## src/design/tc8_pkg.sv

```systemverilog
/*
 * Package for the 8-bit timer/counter: register offsets, field positions,
 * reset values and mode encodings.
 * Assumes an APB slave with 32-bit data, one register per aligned word.
 */
package tc8_pkg;
    // ============================================================
    // Register byte offsets
    localparam logic [7:0] OFF_CTRL_A = 8'h00;
    localparam logic [7:0] OFF_CTRL_B = 8'h04;
    localparam logic [7:0] OFF_COUNT = 8'h08;
    localparam logic [7:0] OFF_CMP_A = 8'h0C;
    localparam logic [7:0] OFF_CMP_B = 8'h10;
    localparam logic [7:0] OFF_MASK = 8'h14;
    localparam logic [7:0] OFF_FLAG = 8'h18;
    localparam logic [7:0] OFF_POWER = 8'h1C;
    // ============================================================
    // Field positions
    localparam int CTRL_A_WGM_LO = 0;   // Bits 1:0 low mode bits
    localparam int CTRL_A_COMB_LO = 4;  // Bits 5:4 output B action
    localparam int CTRL_A_COMA_LO = 6;  // Bits 7:6 output A action
    localparam int CTRL_B_CS_LO = 0;    // Bits 2:0 clock select
    localparam int CTRL_B_WGM2 = 3;
    localparam int CTRL_B_FOCB = 6;
    localparam int CTRL_B_FOCA = 7;
    localparam int FLAG_OVF = 0;
    localparam int FLAG_CMPA = 1;
    localparam int FLAG_CMPB = 2;
    // ============================================================
    // Values
    localparam logic [7:0] BOTTOM_VAL = 8'h00;
    localparam logic [7:0] MAX_VAL = 8'hFF;
    localparam logic POWER_OFF_RESET = 1'b1;
    localparam logic [7:0] REG_RESET = 8'h00;
    localparam logic [2:0] CS_STOP = 3'h0;
    localparam logic [2:0] CS_EXT_FALL = 3'h6;
    localparam logic [2:0] CS_EXT_RISE = 3'h7;
    localparam logic [2:0] WGM_NORMAL = 3'h0;
    localparam logic [2:0] WGM_PC_MAX = 3'h1;
    localparam logic [2:0] WGM_CTC = 3'h2;
    localparam logic [2:0] WGM_FAST_MAX = 3'h3;
    localparam logic [2:0] WGM_PC_CMPA = 3'h5;
    localparam logic [2:0] WGM_FAST_CMPA = 3'h7;
    localparam logic [1:0] COM_NONE = 2'h0;
    localparam logic [1:0] COM_TOGGLE = 2'h1;
    localparam logic [1:0] COM_CLEAR = 2'h2;
    localparam logic [1:0] COM_SET = 2'h3;
endpackage : tc8_pkg

```

## src/design/tick_if.sv

```systemverilog
/*
 * Interface carrying the timer tick and its source settings between the
 * clock-select unit and the counter core.
 * Assumes a single clock domain.
 */
`timescale 1ns/10ps
interface tick_if;
    logic [2:0] clock_select_field;
    logic enable;
    logic timer_tick;
    modport src (input clock_select_field, input enable, output timer_tick);
    modport snk (output clock_select_field, output enable, input timer_tick);
endinterface : tick_if

```

## src/design/tick_select.sv

```systemverilog
/*
 * Clock-select unit: a prescaler and edge detector for the external pin,
 * producing a one-cycle timer_tick enable.
 * Assumes external_tick_pin is synchronous to core_clk.
 */
`timescale 1ns/10ps
module tick_select
    import tc8_pkg::*;
(
    input wire logic core_clk,
    input wire logic rst,
    input wire logic external_tick_pin,
    tick_if.src tk
);
    logic [9:0] presc_q;
    logic pin_q;
    logic rise_w;
    logic fall_w;
    logic sel_w;

    function automatic logic is_wrap(input logic [9:0] cnt, input int bits);
        is_wrap = (cnt & 10'((1 << bits) - 1)) == 10'h0;
    endfunction : is_wrap

    always_ff @(posedge core_clk or posedge rst) begin
        if (rst) begin
            presc_q <= 10'h000;
            pin_q <= 1'b0;
        end else begin
            presc_q <= tk.enable ? presc_q + 10'h001 : 10'h000;
            pin_q <= external_tick_pin;
        end
    end

    assign rise_w = external_tick_pin & ~pin_q;
    assign fall_w = ~external_tick_pin & pin_q;

    // Divide ratios 1, 8, 64, 256, 1024 as in common practice
    always_comb begin
        unique case (tk.clock_select_field)
            3'h0: sel_w = 1'b0;
            3'h1: sel_w = 1'b1;
            3'h2: sel_w = is_wrap(presc_q, 3);
            3'h3: sel_w = is_wrap(presc_q, 6);
            3'h4: sel_w = is_wrap(presc_q, 8);
            3'h5: sel_w = is_wrap(presc_q, 10);
            3'h6: sel_w = fall_w;
            3'h7: sel_w = rise_w;
        endcase
    end

    assign tk.timer_tick = tk.enable & sel_w;      // see R11
endmodule : tick_select

```

## src/design/timer8.sv

```systemverilog
/*
 * 8-bit timer/counter with two compare units and PWM, APB register slave.
 * Assumes one core clock, synchronous pin inputs, and an APB master that
 * holds each request until pready.
 */
// Added by the designer: register access over APB and the address map.
`timescale 1ns/10ps
// What this block does
// Overflow, compare A, compare B interrupt flags
// Two independent compare units, one counter
// Bottom is count value 0x00
// Maximum is count value 0xFF
// Top is 0xFF or compare A
// Runs only while power-off bit zero
// Counter and compare registers 8 bits
// All flags readable in one register
// Each flag has own mask bit
// Ticks from prescaler or external pin
// Clock select picks source and edge
// No source selected, counter stops
// Three-bit clock select in control B
// Compares run every cycle, every mode
// Match sets compare flag
// Matches drive two waveform outputs
// Compare registers double buffered
// Clear-on-match mode reloads counter
// Phase-correct, fast PWM, frequency modes
// Counter write beats clear and count
// Match flag sets on next tick
// Write one or service clears flag
// Counter write blocks next tick's match
// Normal mode increments, wraps, sets overflow
module timer8
    import tc8_pkg::*;
#(
    parameter int DATA_W = 8
) (
    input wire logic core_clk,
    input wire logic rst,
    input wire logic psel,
    input wire logic penable,
    input wire logic pwrite,
    input wire logic [7:0] paddr,
    input wire logic [31:0] pwdata,
    output logic [31:0] prdata,
    output logic pready,
    output logic pslverr,
    input wire logic external_tick_pin,
    input wire logic [2:0] irq_ack,
    output logic [2:0] irq_req,
    output logic wave_out_a,
    output logic wave_out_b
);
    // ============================================================
    // Registers
    logic [7:0] timer_control_a_q;
    logic [7:0] timer_control_b_q;
    logic [DATA_W-1:0] count_value_q;
    logic [DATA_W-1:0] cmp_a_buf_q;
    logic [DATA_W-1:0] cmp_b_buf_q;
    logic [DATA_W-1:0] compare_a_value_q;
    logic [DATA_W-1:0] compare_b_value_q;
    logic [2:0] timer_mask_reg_q;
    logic [2:0] timer_flag_reg_q;
    logic [2:0] timer_flag_reg_d;
    logic timer_power_off_bit_q;
    logic dir_down_q;
    logic block_q;
    logic wave_a_q;
    logic wave_b_q;

    // ============================================================
    // Bus decode
    logic wr_w;
    logic rd_ok_w;
    logic wr_count_w;
    logic wr_cmp_a_w;
    logic wr_cmp_b_w;
    logic wr_flag_w;
    logic [7:0] wdata_w;
    logic [31:0] rdata_w;

    assign pready = 1'b1;
    assign wr_w = psel & penable & pwrite;
    assign wdata_w = pwdata[7:0];
    assign wr_count_w = wr_w & (paddr == OFF_COUNT);
    assign wr_cmp_a_w = wr_w & (paddr == OFF_CMP_A);
    assign wr_cmp_b_w = wr_w & (paddr == OFF_CMP_B);
    assign wr_flag_w = wr_w & (paddr == OFF_FLAG);
    assign rd_ok_w = (paddr <= OFF_POWER) & (paddr[1:0] == 2'b00);
    assign pslverr = psel & penable & ~rd_ok_w;

    always_comb begin
        rdata_w = 32'h0000_0000;
        unique case (paddr)
            OFF_CTRL_A: rdata_w[7:0] = timer_control_a_q;
            OFF_CTRL_B: rdata_w[7:0] = {2'b00, timer_control_b_q[5:0]};
            OFF_COUNT: rdata_w[7:0] = 8'(count_value_q);
            OFF_CMP_A: rdata_w[7:0] = 8'(cmp_a_buf_q);
            OFF_CMP_B: rdata_w[7:0] = 8'(cmp_b_buf_q);
            OFF_MASK: rdata_w[2:0] = timer_mask_reg_q;
            OFF_FLAG: rdata_w[2:0] = timer_flag_reg_q;
            OFF_POWER: rdata_w[0] = timer_power_off_bit_q;
            default: rdata_w = 32'h0000_0000;
        endcase
    end
    assign prdata = rdata_w;

    // ============================================================
    // Mode decode
    logic [2:0] wgm_w;
    logic pwm_w;
    logic pc_w;
    logic top_cmpa_w;
    logic [DATA_W-1:0] top_w;
    logic at_top_w;
    logic at_bottom_w;
    logic at_max_w;
    logic tick_w;

    assign wgm_w = {timer_control_b_q[CTRL_B_WGM2], timer_control_a_q[CTRL_A_WGM_LO +: 2]};
    assign pc_w = (wgm_w == WGM_PC_MAX) | (wgm_w == WGM_PC_CMPA);
    assign pwm_w = pc_w | (wgm_w == WGM_FAST_MAX) | (wgm_w == WGM_FAST_CMPA);
    assign top_cmpa_w = (wgm_w == WGM_CTC) | (wgm_w == WGM_PC_CMPA) | (wgm_w == WGM_FAST_CMPA);
    assign top_w = top_cmpa_w ? compare_a_value_q : DATA_W'(MAX_VAL);
    assign at_bottom_w = count_value_q == DATA_W'(BOTTOM_VAL);
    assign at_max_w = count_value_q == DATA_W'(MAX_VAL);
    assign at_top_w = count_value_q == top_w;

    tick_if tk ();
    assign tk.clock_select_field = timer_control_b_q[CTRL_B_CS_LO +: 3];
    assign tk.enable = ~timer_power_off_bit_q;
    assign tick_w = tk.timer_tick;

    tick_select u_tick (
        .core_clk(core_clk),
        .rst(rst),
        .external_tick_pin(external_tick_pin),
        .tk(tk)
    );

    // ============================================================
    // Counter next value
    logic [DATA_W-1:0] count_d;
    logic dir_d;
    always_comb begin
        count_d = count_value_q;
        dir_d = dir_down_q;
        if (wr_count_w) begin
            count_d = DATA_W'(wdata_w);
        end else if (tick_w) begin
            if (pc_w) begin
                if (at_top_w) dir_d = 1'b1;
                else if (at_bottom_w) dir_d = 1'b0;
                count_d = (dir_d) ? count_value_q - 1'b1 : count_value_q + 1'b1;
            end else if (at_top_w) begin
                count_d = DATA_W'(BOTTOM_VAL);
            end else begin
                count_d = count_value_q + 1'b1;
            end
        end
    end

    // Compare results are live every cycle; the flag follows at the tick
    logic eq_a_w;
    logic eq_b_w;
    assign eq_a_w = count_value_q == compare_a_value_q;                    // see R14
    assign eq_b_w = count_value_q == compare_b_value_q;

    logic ovf_w;
    logic set_a_w;
    logic set_b_w;
    assign ovf_w = tick_w & ~wr_count_w & (pc_w ? at_bottom_w : at_max_w);
    // A match standing between two ticks sets its flag at the closing tick,
    // unless a count write since the last tick has masked it
    assign set_a_w = tick_w & eq_a_w & ~block_q;                           // see R21
    assign set_b_w = tick_w & eq_b_w & ~block_q;

    // Hardware set wins over software or service clear
    assign timer_flag_reg_d = (timer_flag_reg_q
        & ~(wr_flag_w ? wdata_w[2:0] : 3'b000) & ~irq_ack)
        | {set_b_w, set_a_w, ovf_w};                                       // see R15

    assign irq_req = timer_flag_reg_q & timer_mask_reg_q;

    logic upd_buf_w;
    assign upd_buf_w = ~pwm_w | (tick_w & (pc_w ? at_top_w : at_bottom_w));

    // ============================================================
    // Waveform generation
    function automatic logic wave_next(input logic cur, input logic [1:0] com,
                                       input logic pwm, input logic pc,
                                       input logic hit, input logic down, input logic bot);
        wave_next = cur;
        if (!pwm) begin
            if (hit) begin
                unique case (com)
                    COM_NONE: wave_next = cur;
                    COM_TOGGLE: wave_next = ~cur;
                    COM_CLEAR: wave_next = 1'b0;
                    COM_SET: wave_next = 1'b1;
                endcase
            end
        end else if (com[1]) begin
            if (hit) wave_next = pc ? (down ~^ com[0]) : com[0];
            else if (bot & !pc) wave_next = ~com[0];
        end
    endfunction : wave_next

    logic hit_a_w;
    logic hit_b_w;
    assign hit_a_w = (set_a_w) | (wr_w & (paddr == OFF_CTRL_B) & wdata_w[CTRL_B_FOCA] & ~pwm_w);
    assign hit_b_w = (set_b_w) | (wr_w & (paddr == OFF_CTRL_B) & wdata_w[CTRL_B_FOCB] & ~pwm_w);

    // ============================================================
    // Register update
    always_ff @(posedge core_clk or posedge rst) begin
        if (rst) begin
            timer_control_a_q <= REG_RESET;
            timer_control_b_q <= REG_RESET;
            timer_mask_reg_q <= 3'b000;
            timer_power_off_bit_q <= POWER_OFF_RESET;
            cmp_a_buf_q <= '0;
            cmp_b_buf_q <= '0;
        end else if (wr_w) begin
            if (paddr == OFF_CTRL_A) timer_control_a_q <= wdata_w;
            if (paddr == OFF_CTRL_B) timer_control_b_q <= {2'b00, wdata_w[5:0]};
            if (paddr == OFF_MASK) timer_mask_reg_q <= wdata_w[2:0];
            if (paddr == OFF_POWER) timer_power_off_bit_q <= wdata_w[0];
            if (wr_cmp_a_w) cmp_a_buf_q <= DATA_W'(wdata_w);
            if (wr_cmp_b_w) cmp_b_buf_q <= DATA_W'(wdata_w);
        end
    end

    always_ff @(posedge core_clk or posedge rst) begin
        if (rst) begin
            count_value_q <= '0;
            dir_down_q <= 1'b0;
            timer_flag_reg_q <= 3'b000;
            compare_a_value_q <= '0;
            compare_b_value_q <= '0;
        end else begin
            count_value_q <= count_d;
            dir_down_q <= dir_d;
            timer_flag_reg_q <= timer_flag_reg_d;
            if (upd_buf_w) compare_a_value_q <= cmp_a_buf_q;
            if (upd_buf_w) compare_b_value_q <= cmp_b_buf_q;
        end
    end

    // The mask lives until the next tick, however long the timer stays
    // stopped, so a compare value equal to the written count stays quiet
    always_ff @(posedge core_clk or posedge rst) begin
        if (rst) begin
            block_q <= 1'b0;
        end else begin
            if (wr_count_w) block_q <= 1'b1;
            else if (tick_w) block_q <= 1'b0;
        end
    end

    always_ff @(posedge core_clk or posedge rst) begin
        if (rst) begin
            wave_a_q <= 1'b0;
            wave_b_q <= 1'b0;
        end else begin
            wave_a_q <= wave_next(wave_a_q, timer_control_a_q[CTRL_A_COMA_LO +: 2],
                                  pwm_w, pc_w, hit_a_w, dir_down_q, tick_w & at_bottom_w);
            wave_b_q <= wave_next(wave_b_q, timer_control_a_q[CTRL_A_COMB_LO +: 2],
                                  pwm_w, pc_w, hit_b_w, dir_down_q, tick_w & at_bottom_w);
        end
    end
    assign wave_out_a = wave_a_q;
    assign wave_out_b = wave_b_q;

    // ============================================================
    // Checks: counting and gating
    chk_stop_holds: assert property (@(posedge core_clk) disable iff (rst)
        (tk.clock_select_field == CS_STOP && !wr_count_w) |=> $stable(count_value_q))
        else $error("counter moved with no clock source");

    chk_stop_no_tick: assert property (@(posedge core_clk) disable iff (rst)
        tk.clock_select_field == CS_STOP |-> !tick_w)
        else $error("tick with no clock source");

    chk_write_wins: assert property (@(posedge core_clk) disable iff (rst)
        wr_count_w |=> count_value_q == DATA_W'($past(wdata_w)))
        else $error("counter write lost");

    chk_power_gate: assert property (@(posedge core_clk) disable iff (rst)
        timer_power_off_bit_q |-> !tick_w)
        else $error("tick while powered off");

    chk_normal_wrap: assert property (@(posedge core_clk) disable iff (rst)
        (wgm_w == WGM_NORMAL && tick_w && at_max_w && !wr_count_w)
        |=> count_value_q == '0 && timer_flag_reg_q[FLAG_OVF])
        else $error("normal wrap or overflow flag wrong");

    chk_ctc_clear: assert property (@(posedge core_clk) disable iff (rst)
        (wgm_w == WGM_CTC && tick_w && at_top_w && !wr_count_w) |=> count_value_q == '0)
        else $error("clear on match missing");

    chk_tick_rise: assert property (@(posedge core_clk) disable iff (rst)
        (tk.clock_select_field == CS_EXT_RISE && !timer_power_off_bit_q
         && external_tick_pin && !$past(external_tick_pin)) |-> tick_w)
        else $error("rising pin edge gave no tick");

    chk_tick_fall: assert property (@(posedge core_clk) disable iff (rst)
        (tk.clock_select_field == CS_EXT_FALL && !timer_power_off_bit_q
         && !external_tick_pin && $past(external_tick_pin)) |-> tick_w)
        else $error("falling pin edge gave no tick");

    chk_buf_direct: assert property (@(posedge core_clk) disable iff (rst)
        !pwm_w |=> compare_a_value_q == $past(cmp_a_buf_q))
        else $error("compare A not loaded from buffer");

    // ============================================================
    // Checks: compare flags and requests
    chk_flag_next: assert property (@(posedge core_clk) disable iff (rst)
        (tick_w && eq_a_w && !block_q) |=> timer_flag_reg_q[FLAG_CMPA])
        else $error("compare A flag not set");

    chk_flag_b_next: assert property (@(posedge core_clk) disable iff (rst)
        (tick_w && eq_b_w && !block_q) |=> timer_flag_reg_q[FLAG_CMPB])
        else $error("compare B flag not set");

    chk_flag_waits: assert property (@(posedge core_clk) disable iff (rst)
        (!tick_w && !timer_flag_reg_q[FLAG_CMPA]) |=> !timer_flag_reg_q[FLAG_CMPA])
        else $error("compare A flag set between ticks");

    chk_ctc_flag: assert property (@(posedge core_clk) disable iff (rst)
        (wgm_w == WGM_CTC && tick_w && at_top_w && !block_q) |=> timer_flag_reg_q[FLAG_CMPA])
        else $error("clear on match left flag low");

    chk_block_match: assert property (@(posedge core_clk) disable iff (rst)
        (tick_w && block_q && eq_a_w) |=> !$rose(timer_flag_reg_q[FLAG_CMPA]))
        else $error("match not blocked");

    chk_irq_mask: assert property (@(posedge core_clk) disable iff (rst)
        irq_req[FLAG_CMPB] == (timer_flag_reg_q[FLAG_CMPB] && timer_mask_reg_q[FLAG_CMPB]))
        else $error("mask gating wrong");

    chk_flag_clear: assert property (@(posedge core_clk) disable iff (rst)
        (wr_flag_w && wdata_w[FLAG_OVF] && !ovf_w) |=> !timer_flag_reg_q[FLAG_OVF])
        else $error("flag clear failed");
endmodule : timer8

```

## config.mk

```make
export PLATFORM = sky130hd
export DESIGN_NAME = timer8
export DESIGN_NICKNAME = d
export VERILOG_FILES = /design/src/design/tc8_pkg.sv /design/src/design/tick_if.sv /design/src/design/tick_select.sv /design/src/design/timer8.sv
export SDC_FILE = /design/constraint.sdc
export NUM_CORES = 1
export LEC_CHECK = 0
export BUFFER_PORTS_ARGS = -buffer_cell sky130_fd_sc_hd__buf_2
export CORE_ASPECT_RATIO = 0.9
export CORE_MARGIN = 5
export CORE_UTILIZATION = 50
export CTS_BUF_LIST = sky130_fd_sc_hd__clkbuf_8
export DETAILED_ROUTE_END_ITERATION = 8
export PLACE_DENSITY = 0.74
export SLEW_MARGIN = 10
export SYNTH_ARGS = -nofsm -noshare
export SYNTH_HDL_FRONTEND = slang
export SYNTH_HIERARCHICAL = 1
export SYNTH_SLANG_ARGS = --single-unit
```

## constraint.sdc

```tcl
create_clock -name core_clk -period 3.6 [get_ports core_clk]
set_input_delay 0.36 -clock core_clk [delete_from_list [all_inputs] [get_ports core_clk]]
set_output_delay 0.36 -clock core_clk [all_outputs]
set_load 0.02 [all_outputs]
```

==> flow_metrics.env <==
export IMPL_place_hpwl_microns=8342
export IMPL_path_cells="inv_1, ha_1, nor4b_1, nand4b_1, a41oi_1, nand2_1, or3_1, nor3_1, mux2_2, a211oi_1, o21ai_0"
export IMPL_die_w_microns=112.3
export IMPL_synth_edf_count=0
export IMPL_synth_top_area_share_pct=39.88
export IMPL_crit_start="u_tick/presc_q[0]$_DFF_PP0_"
export IMPL_gp_routability_congestion=0.9572
export IMPL_synth_cell_types=71
export IMPL_cts_buffers=9
export IMPL_synth_commonest_cells="dfrtp_1 (75), mux2_2 (41), nand2_1 (30)"
export IMPL_crit_path_start_kind="flop"
export IMPL_nets=548
export IMPL_syn_to_final_growth_pct=8.083
export IMPL_finalHoldViolCount=0
export IMPL_r2r_cells=11
export IMPL_final_max_slew_violation_count=0
export IMPL_drc_errors=0
export IMPL_synth_ff_latch_count=76
export IMPL_yosysTopAreaCell="dfrtp_1"
export IMPL_setup_tns_ns=0
export IMPL_syn_inst=463
export IMPL_fillCellCount=835
export IMPL_total_power_mw=1.708
export IMPL_rows=33
export IMPL_crit_end="wave_out_a$_DFFE_PP0P_"
export IMPL_cts_htree_levels=3
export IMPL_die_area_sq_um=11450
export IMPL_met2_length_microns=5063
export IMPL_drv_cap=0
export IMPL_end_kind="flop"
export IMPL_via_per_inst=5.916
export IMPL_yosysWarnings=6
export IMPL_yosysMostFrequentCell="dfrtp_1"
export IMPL_fin_cells=622
export IMPL_grt_pass1_vias=3571
export IMPL_period_needed_ns=3.155
export IMPL_skew_ns=0.01025
export IMPL_slew_headroom_pct=29.02
export IMPL_powerDensity_nw_per_um2=335.7
export IMPL_clockBufferDepth=2
export IMPL_leakage_nw=2.374
export IMPL_core_sq_um=9166
export IMPL_rsz0062_at_grt="no"
export IMPL_crit_family="simple AND/OR/NAND/NOR gates"
export IMPL_synth_top_cells_by_area="dfrtp_1 (40%), mux2_2 (9.8%), buf_4 (4.1%)"
export IMPL_clkLatencyLatePin_ns=0.36
export IMPL_cts_tree="built"
export IMPL_num_antenna_cells=0
export IMPL_cts_clk_slew_worst_paths_ns=0.08
export IMPL_synth_area_per_cell_sq_um=10.16
export IMPL_worst_path_buf_inv=1
export IMPL_layout_drive_gt1_share_pct=26.80
export IMPL_fin_crit_sh_pct=87.65
export IMPL_r2r_end="wave_out_a$_DFFE_PP0P_"
export IMPL_placedCellCount=605
export IMPL_wl_microns=10990
export IMPL_grt_pass1_wl_microns=18290
export IMPL_cpPeakStageDelay_ns=0.45
export IMPL_highest_layer="met4"
export IMPL_min_path_type="in -> reg"
export IMPL_max_freq_mhz=316.9
export IMPL_outcome="complete, no violations"
export IMPL_start_util_pct=51.34
export IMPL_grt_overflow=0
export IMPL_io_pins=88
export IMPL_die_h_microns=102.0
export IMPL_setup_violations=0
export IMPL_worst_pin_slew_ns=1.065
export IMPL_antenna_found_initial=0
export IMPL_drt_iter0_drc=212
export IMPL_ir_drop_mv=0.2320
export IMPL_ys_async_sr_fraction_pct=100.0
export IMPL_yosysSeqAreaShare_pct=40.44
export IMPL_critical_path_slowest_cell="dfrtp_1"
export IMPL_crit_arrival_ns=3.39
export IMPL_clockRootBuffer="clkbuf_8"
export IMPL_post_cts_buffers=0
export IMPL_worstPathMaxFanout=7
export IMPL_syn_area_sq_um=4706
export IMPL_drt_met1_wl_microns=4817
export IMPL_cp_depth=11
export IMPL_crit_type="reg -> reg"
export IMPL_grt_max_degree=26
export IMPL_firstDrtPassIters=5
export IMPL_grtUsageTotal_pct=20.19
export IMPL_num_vias=3680
export IMPL_required_ns=3.84
export IMPL_ant_nets=0
export IMPL_wl_met3_microns=916
export IMPL_wire_per_inst_microns=17.67
export IMPL_r2r_start="u_tick/presc_q[0]$_DFF_PP0_"
export IMPL_ys_flop_type="dfrtp_1"
export IMPL_cts_sinks=76
export IMPL_rrSetupSlack_ns=0.44
export IMPL_numPortBuffers=38
==> area by class of cell <==
class	instances	area (sq um)	area share, %
multi-input combinational	337	2502	49.20
sequential	76	1903	37.42
timing repair buffer	47	260.3	5.117
tap	122	152.6	3.001
clock buffer	10	137.6	2.706
inverter	24	90.09	1.771
clock inverter	6	40.04	0.7872
==> per-layer routing <==
layer,vias up,GRT usage [%]
met5,-,0
met4,0,6.839
met3,16,5.092
met2,155,30.65
met1,1819,28.48
li1,1690,-
==> placed cells by master, fill, tap and decap left out, types with 7 or more instances in the layout <==
cell type / netlist / layout
dfrtp_1: 75 / 75
mux2_2: 41 / 41
buf_2: 6 / 38
nand2_1: 30 / 30
conb_1: 2 / 25
nand3_1: 24 / 24
inv_1: 23 / 22
nor2_1: 21 / 21
o21ai_0: 21 / 21
xnor2_1: 13 / 13
nor2b_1: 10 / 10
mux2_4: 10 / 10
o211ai_1: 10 / 10
clkbuf_8: 0 / 10
nand2b_1: 8 / 8
nor3_1: 8 / 8
buf_4: 26 / 8
o31ai_1: 7 / 7
a21oi_1: 7 / 7
==> worst min path at each step <==
| stage | startpoint | slack (ns) | cells past startpoint | endpoint |
|---|---|---|---|---|
| final | external_tick_pin | 0.14 | 1 | u_tick/pin_q$_DFF_PP0_ |
| after global routing | external_tick_pin | 0.13 | 1 | u_tick/pin_q$_DFF_PP0_ |
| after CTS | external_tick_pin | 0.13 | 1 | u_tick/pin_q$_DFF_PP0_ |
| after detailed placement | rst | 0.38 | 2 | u_tick/presc_q[5]$_DFF_PP0_ |
| after global placement | rst | 0.38 | 2 | u_tick/presc_q[5]$_DFF_PP0_ |
| after floorplan | rst | 0.21 | 1 | u_tick/pin_q$_DFF_PP0_ |
==> per-stage QoR <==
step | cell area [sq um] | setup slack (ns) | utilization, % | hold slack, ns
after global placement | 4898 | 0.4798 | 53.44 | 0.3785
final | 5086 | 0.4448 | 55.49 | 0.1376
after global routing | 5086 | 0.1246 | 55.49 | 0.1262
after detailed placement | 4898 | 0.4547 | 53.44 | 0.3832
after floorplan | 4792 | 0.8871 | - | 0.2124
after CTS | 5086 | 0.4486 | 55.49 | 0.1271
==> kinds of logic (layout without fill, tap and decap cells) <==
kind of cell,after synthesis,after routing,share of synthesized area [%]
AOI/OAI and AO/OA,83,83,12.60
DFF,76,76,40.44
adders and majority gates,4,4,1.064
muxes,62,62,16.67
other,2,25,0.1596
and+or+nand+nor,146,146,17.68
xor gates and xnor gates,17,17,3.164
buffers and inverters,73,87,8.216
==> power breakdown <==
part / switching, mW / internal (mW)
Clock: 0.320 / 0.266
Sequential: 0.0313 / 0.870
Combinational: 0.134 / 0.0873
Total: 0.485 / 1.22
==> state kept, by name, summed over array words and instances (netlist names), 3 cells and up <==
signal and cells:
u_tick/presc_q 10, cmp_a_buf_q 8, cmp_b_buf_q 8, compare_a_value_q 8, compare_b_value_q 8, count_value_q 8
timer_control_a_q 8, timer_control_b_q 6, timer_flag_reg_q 3, timer_mask_reg_q 3
==> what timing repair did <==
item	4_1_cts	5_1_grt
gates resized for setup	0	0
endpoints found under the hold margin	11	0
hold buffers	1	0
(Power assumes the default switching activity.)
